**config.mk**
```make
export PLATFORM = sky130hd
export DESIGN_NAME = sgc_global_ctrl
export DESIGN_NICKNAME = d
export VERILOG_FILES = /design/src/hdl/sgc_pkg.sv /design/src/hdl/sgc_sync2.sv /design/src/hdl/sgc_global_ctrl.sv
export SDC_FILE = /design/constraint.sdc
export NUM_CORES = 1
export LEC_CHECK = 0
export BUFFER_PORTS_ARGS = -buffer_cell sky130_fd_sc_hd__buf_2
export CAP_MARGIN = 10
export CORE_MARGIN = 2
export CORE_UTILIZATION = 52
export CTS_BUF_LIST = sky130_fd_sc_hd__clkbuf_2
export DETAILED_ROUTE_END_ITERATION = 16
export PLACE_DENSITY = 0.82
export SYNTH_ARGS = -nofsm -noshare
export SYNTH_HDL_FRONTEND = slang
export SYNTH_SLANG_ARGS = --single-unit
```
**constraint.sdc**
```tcl
create_clock -name clk -period 2.57 [get_ports clk]
set_clock_uncertainty 0.2 [all_clocks]
set_input_delay 0.514 -clock clk [delete_from_list [all_inputs] [get_ports clk]]
set_output_delay 0.514 -clock clk [all_outputs]
set_load 0.02 [all_outputs]
```
**src/hdl/sgc_pkg.sv**
```systemverilog
// Package with register map, field positions, reset values and timing for global control
package sgc_pkg;
  localparam logic [6:0] ADDR_GLOBAL_CONTROL_ZERO = 7'h02;
  localparam logic [6:0] ADDR_GLOBAL_CONTROL_ONE  = 7'h03;
  localparam int ADDR_W = 7;
  localparam int DATA_W = 8;
  // Global control zero fields
  localparam int GC0_RSVD_BIT      = 7;
  localparam int GC0_PRIO_HI       = 6;
  localparam int GC0_PRIO_LO       = 4;
  localparam int GC0_MII_EN_BIT    = 3;
  localparam int GC0_SHARE_BIT     = 2;
  localparam int GC0_CONF_DROP_BIT = 1;
  localparam int GC0_LINK_AGE_BIT  = 0;
  // Global control one fields
  localparam int GC1_PASS_ALL_BIT  = 7;
  localparam int GC1_RSVD_BIT      = 6;
  localparam int GC1_TX_FC_DIS_BIT = 5;
  localparam int GC1_RX_FC_DIS_BIT = 4;
  localparam int GC1_LEN_CHK_BIT   = 3;
  localparam int GC1_LOW_HI        = 2;
  // Reset values of fixed fields
  localparam logic [2:0] BASE_PRIO_RST = 3'h4;
  localparam logic       SHARE_RST     = 1'h1;
  // Frame matching constants
  localparam logic [15:0] PAUSE_ETHERTYPE = 16'h8808;
  localparam logic [47:0] PAUSE_DA        = 48'h0180c2000001;
  localparam logic [15:0] MAX_LEN_FIELD   = 16'h05dc;
  // Fast aging bound and normal period
  localparam int CLK_HZ         = 25_000_000;
  localparam int FAST_AGE_US    = 800;
  // Tick lands one cycle inside the bound, so fast aging stays strictly below it
  localparam int FAST_AGE_CYC   = FAST_AGE_US * (CLK_HZ / 1_000_000) - 2;
  localparam int NORMAL_AGE_S   = 300;
  localparam int NORMAL_AGE_EXT = 75;
  localparam longint NORMAL_AGE_CYC = longint'(NORMAL_AGE_S + NORMAL_AGE_EXT) * CLK_HZ;
  localparam int NUM_PORTS = 5;
  // Flops in the strap synchroniser
  localparam int STRAP_SYNC_STAGES = 2;
endpackage : sgc_pkg

```
**src/hdl/sgc_sync2.sv**
```systemverilog
// Two-flop synchroniser for pin inputs
`timescale 1ns/1ns
`default_nettype none
module sgc_sync2 #(
  parameter int W = 1
) (
  input  wire logic         clk,
  input  wire logic         arst_n,
  input  wire logic [W-1:0] d,
  output logic      [W-1:0] q
);
  logic [W-1:0] s1_q;

  // First stage feeds only the second
  always_ff @(posedge clk or negedge arst_n) begin
    if (!arst_n) begin
      s1_q <= '0;
      q    <= '0;
    end else begin
      s1_q <= d;
      q    <= s1_q;
    end
  end
endmodule : sgc_sync2
`default_nettype wire

```
**src/hdl/sgc_global_ctrl.sv**
```systemverilog
// Global control registers zero and one with the logic they steer
`timescale 1ns/1ns
`default_nettype none
// Behaviour
// - Tag priority at or above base is high
// - Cleared MII enable tri-states PHY MII outputs
// - MII enable resets from strap, pulled high
// - Sharing off limits port to fifth
// - Conformance mode drops 8808 or pause DA
// - Link loss triggers one fast age cycle
// - Unplugged port ages out all addresses
// - Pass all frames forwards bad ones
// - Tx disable bit overrides negotiated tx pause
// - Rx disable bit overrides negotiated rx pause
// - One strap sets both flow bits
// - Length check drops mismatched short frames
// - All registers reached over serial port
module sgc_global_ctrl
  import sgc_pkg::*;
#(
  parameter int  NPORT       = sgc_pkg::NUM_PORTS,
  parameter longint AGE_CYC  = sgc_pkg::NORMAL_AGE_CYC,
  parameter int  FAST_CYC    = sgc_pkg::FAST_AGE_CYC
) (
  input  wire logic                      clk,
  input  wire logic                      arst_n,
  // Register port from the serial management slave
  input  wire logic                      reg_wr,
  input  wire logic                      reg_rd,
  input  wire logic [sgc_pkg::ADDR_W-1:0] reg_addr,
  input  wire logic [sgc_pkg::DATA_W-1:0] reg_wdata,
  output logic      [sgc_pkg::DATA_W-1:0] reg_rdata,
  // Strap pins
  input  wire logic                      phy_mii_enable_strap_pin,
  input  wire logic                      flow_control_strap_pin,
  // Priority classification
  input  wire logic [2:0]                rx_user_priority,
  output logic                           rx_high_priority,
  // PHY-side MII output isolation
  input  wire logic [5:0]                phy_mii_out,
  output logic      [5:0]                phy_mii_o,
  output logic      [5:0]                phy_mii_oe,
  // Buffer sharing
  output logic                           buf_share_all,
  output logic                           buf_per_port_fifth,
  // Frame filter inputs
  input  wire logic                      rx_frame_valid,
  input  wire logic [15:0]               rx_len_type,
  input  wire logic [47:0]               rx_dest_addr,
  input  wire logic                      rx_is_flow_ctrl,
  input  wire logic                      rx_frame_error,
  input  wire logic [15:0]               rx_actual_len,
  output logic                           rx_drop,
  // Flow control
  input  wire logic [NPORT-1:0]          auto_negotiation_tx_pause,
  input  wire logic [NPORT-1:0]          auto_negotiation_rx_pause,
  output logic      [NPORT-1:0]          tx_pause_en,
  output logic      [NPORT-1:0]          rx_pause_en,
  // Aging
  input  wire logic [NPORT-1:0]          port_link_up,
  output logic                           age_tick,
  output logic                           fast_age_active,
  output logic                           flush_all_addr
);
  import sgc_pkg::*;

  logic [DATA_W-1:0] gc0_q;
  logic [DATA_W-1:0] gc1_q;
  logic              strap_mii_s;
  logic              strap_fc_s;
  logic [1:0]        strap_cnt_q;
  logic              strap_load;
  logic [NPORT-1:0]  link_q;
  logic              link_drop;
  logic              fast_q;
  logic [63:0]       age_cnt_q;
  logic              flush_q;
  logic [DATA_W-1:0] rdata_q;

  // Strap pins pass two flops
  sgc_sync2 #(.W(2)) u_strap_sync (
    .clk    (clk),
    .arst_n (arst_n),
    .d      ({phy_mii_enable_strap_pin, flow_control_strap_pin}),
    .q      ({strap_mii_s, strap_fc_s})
  );

  // Counts edges after release until one past the edge where the synchroniser holds the straps
  always_ff @(posedge clk or negedge arst_n) begin
    if (!arst_n) begin
      strap_cnt_q <= '0;
    end else if (strap_cnt_q != 2'(STRAP_SYNC_STAGES + 1)) begin
      strap_cnt_q <= strap_cnt_q + 2'h1;
    end
  end
  // One load edge once both stages are filled; a write to a register on that edge wins and that register's strap bits are not loaded
  assign strap_load = (strap_cnt_q == 2'(STRAP_SYNC_STAGES));

  // Global control zero; mii enable from strap on the load edge after release
  always_ff @(posedge clk or negedge arst_n) begin
    if (!arst_n) begin
      gc0_q <= '0;
      gc0_q[GC0_PRIO_HI:GC0_PRIO_LO] <= BASE_PRIO_RST;
      gc0_q[GC0_SHARE_BIT]           <= SHARE_RST;
      gc0_q[GC0_MII_EN_BIT]          <= 1'b1;
    end else if (reg_wr && reg_addr == ADDR_GLOBAL_CONTROL_ZERO) begin
      gc0_q <= reg_wdata;
    end else if (strap_load) begin
      gc0_q[GC0_MII_EN_BIT] <= strap_mii_s;
    end
  end

  // Global control one; both flow bits from one strap
  always_ff @(posedge clk or negedge arst_n) begin
    if (!arst_n) begin
      gc1_q <= '0;
    end else if (reg_wr && reg_addr == ADDR_GLOBAL_CONTROL_ONE) begin
      gc1_q <= reg_wdata;
    end else if (strap_load) begin
      gc1_q[GC1_TX_FC_DIS_BIT] <= strap_fc_s;
      gc1_q[GC1_RX_FC_DIS_BIT] <= strap_fc_s;
    end
  end

  // Read data; unmapped offsets read zero
  always_ff @(posedge clk or negedge arst_n) begin
    if (!arst_n) begin
      rdata_q <= '0;
    end else if (reg_rd) begin
      case (reg_addr)
        ADDR_GLOBAL_CONTROL_ZERO: rdata_q <= gc0_q;
        ADDR_GLOBAL_CONTROL_ONE:  rdata_q <= gc1_q;
        default:                  rdata_q <= '0;
      endcase
    end
  end
  assign reg_rdata = rdata_q;

  // Priority compare against base field
  assign rx_high_priority = rx_user_priority >= gc0_q[GC0_PRIO_HI:GC0_PRIO_LO];

  // MII isolation: drivers off while enable is low
  assign phy_mii_o  = phy_mii_out;
  assign phy_mii_oe = {6{gc0_q[GC0_MII_EN_BIT]}};

  // Buffer pool policy
  assign buf_share_all      = gc0_q[GC0_SHARE_BIT];
  assign buf_per_port_fifth = !gc0_q[GC0_SHARE_BIT];

  // Drop decision for a received frame
  always_comb begin
    rx_drop = 1'b0;
    if (rx_frame_valid) begin
      if (gc0_q[GC0_CONF_DROP_BIT]) begin
        if (rx_len_type == PAUSE_ETHERTYPE || rx_dest_addr == PAUSE_DA) begin
          rx_drop = 1'b1;
        end
      end else if (rx_is_flow_ctrl) begin
        rx_drop = 1'b1;
      end
      if (rx_frame_error && !gc1_q[GC1_PASS_ALL_BIT]) begin
        rx_drop = 1'b1;
      end
      if (gc1_q[GC1_LEN_CHK_BIT] && rx_len_type < MAX_LEN_FIELD
          && rx_len_type != rx_actual_len) begin
        rx_drop = 1'b1;
      end
    end
  end

  // Per-port pause enables gated by disable bits
  genvar gi;
  generate
    for (gi = 0; gi < NPORT; gi++) begin : g_fc
      assign tx_pause_en[gi] = auto_negotiation_tx_pause[gi]
                               && !gc1_q[GC1_TX_FC_DIS_BIT];
      assign rx_pause_en[gi] = auto_negotiation_rx_pause[gi]
                               && !gc1_q[GC1_RX_FC_DIS_BIT];
    end
  endgenerate

  // Link history for drop detection
  always_ff @(posedge clk or negedge arst_n) begin
    if (!arst_n) begin
      link_q <= '0;
    end else begin
      link_q <= port_link_up;
    end
  end
  assign link_drop = |(link_q & ~port_link_up);

  // Full address flush on any unplug
  always_ff @(posedge clk or negedge arst_n) begin
    if (!arst_n) begin
      flush_q <= 1'b0;
    end else begin
      flush_q <= link_drop;
    end
  end
  assign flush_all_addr = flush_q;

  // Age timer: one fast cycle after link loss, then normal
  always_ff @(posedge clk or negedge arst_n) begin
    if (!arst_n) begin
      fast_q    <= 1'b0;
      age_cnt_q <= '0;
      age_tick  <= 1'b0;
    end else begin
      age_tick <= 1'b0;
      if (link_drop && gc0_q[GC0_LINK_AGE_BIT] && !fast_q) begin
        fast_q    <= 1'b1;
        age_cnt_q <= '0;
      end else if (fast_q ? (age_cnt_q >= 64'(FAST_CYC))
                          : (age_cnt_q >= 64'(AGE_CYC - 1))) begin
        age_tick  <= 1'b1;
        fast_q    <= 1'b0;
        age_cnt_q <= '0;
      end else begin
        age_cnt_q <= age_cnt_q + 64'h1;
      end
    end
  end
  assign fast_age_active = fast_q;
endmodule : sgc_global_ctrl
`default_nettype wire

```
# == Word-level counts from Yosys, hierarchy flattened ==
# Index checks and enable logic that the tools add are counted.
# classes
add_sub_neg,2
order_cmp,4
eq_ne,7
muxes,18
bitwise_logic,2
n_reduce_logical,27
# op_table
cell,count
$mux 64,2
$add 64x1->64 const B,1
$ge 64x15->1 const B,1
$ge 64x34->1 const B,1
$eq 48x41->1 const B,1
$logic_and 1x1->1,17
$eq 16x16->1 const B,1
$lt 16x11->1 const B,1
$ne 16x16->1,1
$pmux 8 s2,1
$eq 7x2->1 const B,2
$mux 1,13
$reduce_bool 2->1,3
$and 5x5->5,1
$logic_not 1->1,5
$not 5->5,1
$reduce_or 5->1,1
$mux 2,2
$ge 3x3->1,1
$add 2x1->2 const B,1
$eq 2x2->1 const B,1
$ne 2x2->1 const B,1
$logic_or 1x1->1,1
# totals
reg_bits,102
inputBits,128
out_inout_bits,37
elab_cells,73

# == Depth between registers and ports, before layout ==
# depth
ltp_word,7
ltp_mapped,9
ltp_nobuf,8

# == Modules after synthesis ==
# Synthesis repeated with hierarchy kept, for this count alone.
# hier_totals
hier_cells,443
area_unflattened_um2,4848.4
# by_module_without_submodules
mod,n_inst,cells_each,area_each_um2,seq_area_each_um2
sgc_global_ctrl,1,439,4748.3,2456.1
sgc_sync2,1,4,100.1,100.1

# == Worst setup path before layout ==
# No wires, ideal clock.
# synth_path
path_kind,reg-to-reg
start,register age_cnt_q[1]
end,register age_cnt_q[27]
setup_time_ps,137
arrival_ps,1903
required_time_ps,2233
path_slack_ps,330
path_stages_with_launch,9
path_buffers,1
synth_period_minus_slack_ps,2240
path_cell_list,dfrtp_1 ha_1 nand2_1 o21ai_1 a311oi_1 or4b_4 a21oi_4 buf_6 nor3_1
# synth_between
elab_chain_cells,4
word_cells_on_any_way,6
classes_between,add/sub (1); order compare (2); mux (3)
# synth_rtl
item,line_no,rtl
start: declaration,sgc_global_ctrl.sv:76,logic [63:0] age_cnt_q;
start signal: assignment,sgc_global_ctrl.sv:219,age_cnt_q <= age_cnt_q + 64'h1;
$ge 64x34->1 or $ge 64x15->1 (tied branches),"sgc_global_ctrl.sv:214, sgc_global_ctrl.sv:213",
$mux 1,sgc_global_ctrl.sv:213,end else if (fast_q ? (age_cnt_q >= 64'(FAST_CYC))
$mux 64 *,sgc_global_ctrl.sv:213,
$mux 64 *,sgc_global_ctrl.sv:210,if (link_drop && gc0_q[GC0_LINK_AGE_BIT] && !fast_q) begin
# Every way passes the cells marked *; elsewhere a longest branch is shown, timed or not.
# A chain may end at the register's enable or synchronous reset.

# == Worst setup path after layout ==
# layout_path
start,register gc0_q[4]
end,output port rx_high_priority
# layout_between
elab_chain_cells,1
# layout_rtl
item,line_no,rtl
start: declaration,sgc_global_ctrl.sv:67,logic [DATA_W-1:0] gc0_q;
start signal: assignment,sgc_global_ctrl.sv:107,gc0_q <= reg_wdata;
start signal: indexed assignment,sgc_global_ctrl.sv:109,gc0_q[GC0_MII_EN_BIT] <= strap_mii_s;
$ge 3x3->1,sgc_global_ctrl.sv:140,assign rx_high_priority = rx_user_priority >= gc0_q[GC0_PRIO_HI:GC0_PRIO_LO];
end: declaration,sgc_global_ctrl.sv:38,"output logic rx_high_priority,"
# Every way passes these cells.

==> impl_metrics.json <==
{
  "power_density_nw_per_um2": 463,
  "regArea_um2": 2560,
  "fillerInstances": 703,
  "worstPathArrival_ps": 1820,
  "critPathRequiredTime_ps": 1860,
  "postSynth.asyncResetShare_pct": 100,
  "finalHoldViolations": 0,
  "stdcell_area_um2": 6180,
  "drc": 0,
  "synthCells": 443,
  "detail-route-antenna-nets": 0,
  "fmax_ghz": 0.394,
  "seqPwrFrac_pct": 59.6,
  "p_sw_share_pct": 27.1,
  "synth_area_um2": 4850,
  "start_util_pct": 53.0,
  "ios": 165,
  "clockRootBuffer": "clkbuf_2",
  "synth_seq_cells": 102,
  "hold_path_class": "primary input to flop",
  "worst_pin_slew_ps": 593,
  "leakagePower_nw": 2.91,
  "synth_cell_types": 52,
  "yosys_most_used_dff": "dfrtp_1",
  "slew_violations": 0,
  "ir_worst_vdd_uv": 333,
  "cts_tree": "built",
  "die_x_um": 101,
  "die-area_um2": 10100,
  "grt_use_met3_pct": 6.73,
  "area_growth_pct": 27.5,
  "viasPerCell": 5.34,
  "relSlewSlack_pct": 60.1,
  "post-route-util_pct": 67.5,
  "end_kind": "output pin",
  "start_kind": "flop",
  "finalSetupViolCount": 0,
  "hold_ws_ps": 91.1,
  "port_buffers": 152,
  "drtIter0Drc": 258,
  "yosys_warnings": 0,
  "drive_gt1_share_pct": 34.5,
  "grt-busiest-layer": "met2",
  "cts_sinks": 102,
  "drt_first_pass_iters": 4,
  "cts_made_buffers": 9,
  "die_h_um": 101,
  "place_congestion": 0.974,
  "multiInputGateArea_um2": 2230,
  "cp_max_fo": 2,
  "p_total_mw": 2.86,
  "dp_hpwl_um": 9870,
  "power_switching_mw": 0.776,
  "finalWirelength_um": 12600,
  "htree_num_levels": 3,
  "antenna_found_initial": 0,
  "place_area_um2": 5820,
  "period_minus_slack_ps": 2540,
  "num_rows": 35,
  "intPower_mw": 2.09,
  "grt_pass1_wl_um": 19800,
  "met2_usage_pct": 42.9,
  "grt_pass1_vias": 4013,
  "rsz0062_at_grt": "true",
  "clkTransAtPathRegs_ps": 260,
  "clk_latency_ps": 560,
  "path_class": "flop to output pin",
  "status": "finished clean",
  "gr-usage-met1_pct": 33.3,
  "power_frac_comb_pct": 14.3,
  "cts_max_path_buffers": 2,
  "grt_max_degree": 63,
  "overflow": 0,
  "wl_per_cell_um": 16.7,
  "num-nets-final": 777,
  "cap_violations": 0,
  "layout_worst_path_cycle_share_pct": 98.8,
  "synth_edf_count": 0,
  "ys_seq_area_share_pct": 52.7,
  "antennaDiodeCount": 0,
  "coreArea_um2": 9150,
  "clkPwrFrac_pct": 26.1,
  "avgSynthCellArea_um2": 10.9,
  "vias": 4044,
  "grt_usage_pct": 25.8
}
path summary, 6_finish.rpt:
path / from / endpoint / slack [ps] / cells past startpoint
min: reg_rd / reg_rdata[0]$_DFFE_PN0P_ / 90 / 3
min in group asynchronous: arst_n / age_cnt_q[29]$_DFF_PN0_ / 220 / 3
max: gc0_q[4]$_DFFE_PN0P_ / rx_high_priority / 30 / 5
max in group asynchronous: arst_n / age_cnt_q[1]$_DFF_PN0_ / 1480 / 3
min reg2reg: u_strap_sync.s1_q[1]$_DFF_PN0_ / u_strap_sync.q[1]$_DFF_PN0_ / 190 / 0
max reg2reg: age_cnt_q[29]$_DFF_PN0_ / age_cnt_q[5]$_DFF_PN0_ / 130 / 7
kinds of logic (layout without fill, tap and decap cells):
| family | Yosys count | in the layout | share of synthesized area, % |
|---|---|---|---|
| AO/OA/AOI/OAI | 35 | 35 | 4.85 |
| XOR/XNOR | 48 | 48 | 8.67 |
| adder cells (fa/ha/maj) | 7 | 7 | 1.81 |
| buffers and inverters | 45 | 220 | 4.88 |
| flip-flops | 102 | 102 | 52.7 |
| multiplexers | 21 | 21 | 4.80 |
| other | 1 | 30 | 0.0773 |
| AND/OR/NAND/NOR | 184 | 184 | 22.2 |
worst max-delay path: stages (launching register included):
cell and delay, ps:
dfrtp_1 440, ha_1 270, nand2b_4 140, a21o_1 150, a21o_1 160, buf_6 130
Yosys cell counts, types with 2 or more instances:
| library cell | count | area, um2 |
|---|---|---|
| dfrtp_1 | 99 | 2480 |
| xor2_1 | 40 | 350 |
| nor3_1 | 38 | 190 |
| nand2_1 | 28 | 105 |
| nor4_1 | 25 | 156 |
| inv_1 | 22 | 82.6 |
| nand3_1 | 20 | 100 |
| mux2_2 | 18 | 203 |
| nand4_1 | 13 | 81.3 |
| nor2_1 | 13 | 48.8 |
| buf_4 | 12 | 90.1 |
| nor2b_1 | 10 | 62.6 |
| nor4b_1 | 9 | 78.8 |
| o21ai_0 | 8 | 40.0 |
| o22ai_1 | 8 | 50.1 |
| xnor2_1 | 8 | 70.1 |
| clkbuf_1 | 7 | 26.3 |
| ha_1 | 7 | 87.6 |
| a21oi_1 | 4 | 20.0 |
| and3_1 | 4 | 25.0 |
| buf_6 | 3 | 33.8 |
| dfstp_2 | 3 | 78.8 |
| mux2i_1 | 3 | 30.0 |
| nand3b_1 | 3 | 22.5 |
| or2_2 | 3 | 18.8 |
| a211oi_1 | 2 | 15.0 |
| a21o_1 | 2 | 15.0 |
| a31oi_1 | 2 | 12.5 |
| and2_1 | 2 | 12.5 |
| and4_1 | 2 | 17.5 |
| nor3_2 | 2 | 20.0 |
| o221ai_1 | 2 | 17.5 |
| or4_1 | 2 | 15.0 |
routing by layer:
metal | vias to the layer above | wire length (um)
met3 | 27 | 812
met1 | 1942 | 5420
met5 | - | 0
met4 | 0 | 264
met2 | 125 | 6130
li1 | 1950 | -
timing repair:
action,4_1_cts,5_1_grt
hold endpoints to repair,122,2
buffers inserted,1,1
setup endpoints to repair,2,24
hold buffers,15,1
gates resized for setup,5,8
pin swaps,3,1
registers in the layout (all words and copies together), names as in the netlist:
name               cells
age_cnt_q             64
age_tick               1
fast_age_active        1
flush_all_addr         1
gc0_q                  8
gc1_q                  8
link_q                 5
reg_rdata              8
strap_cnt_q            2
u_strap_sync.q         2
u_strap_sync.s1_q      2
placed cells by master (no fill, tap or decap), types with 3 or more instances in the layout:
master / count
a21oi_1: 4
and3_1: 4
buf_2: 150
buf_4: 13
clkbuf_2: 9
conb_1: 30
dfrtp_1: 97
dfstp_2: 3
dlygate4sd3_1: 16
ha_1: 7
inv_1: 22
mux2_2: 18
mux2i_1: 3
nand2_1: 28
nand3_1: 20
nand3b_1: 3
nand4_1: 13
nor2_1: 13
nor2b_1: 10
nor3_1: 37
nor3_2: 3
nor4_1: 23
nor4b_1: 6
o21ai_0: 8
o22ai_1: 8
or2_2: 3
xnor2_1: 8
xor2_1: 40
power groups by stage:
stage / sequential, mW / combinational (mW) / clock (mW)
after floorplan: 1.73 / 0.194 / 0
after global placement: 1.73 / 0.366 / 0
after detailed placement: 1.73 / 0.372 / 0
after CTS: 1.70 / 0.401 / 0.765
after global routing: 1.71 / 0.448 / 0.843
final: 1.70 / 0.410 / 0.748
through the flow:
stage	setup slack (ps)	std cells	TNS, ps
after floorplan	330	472	0
after global placement	-62.1	724	-62.1
after detailed placement	-82.1	724	-82.1
after CTS	2.75	756	0
after global routing	-49.9	758	-51.6
final	31.8	758	0
final cells by class:
cell class | count | area share [%]
tap | 111 | 2.25
inverter | 22 | 1.34
clock inverter | 7 | 1.15
clock buffer | 9 | 0.729
multi-input combinational | 325 | 36.0
timing repair buffer | 182 | 17.1
sequential | 102 | 41.4
(Power assumes the default switching activity.)
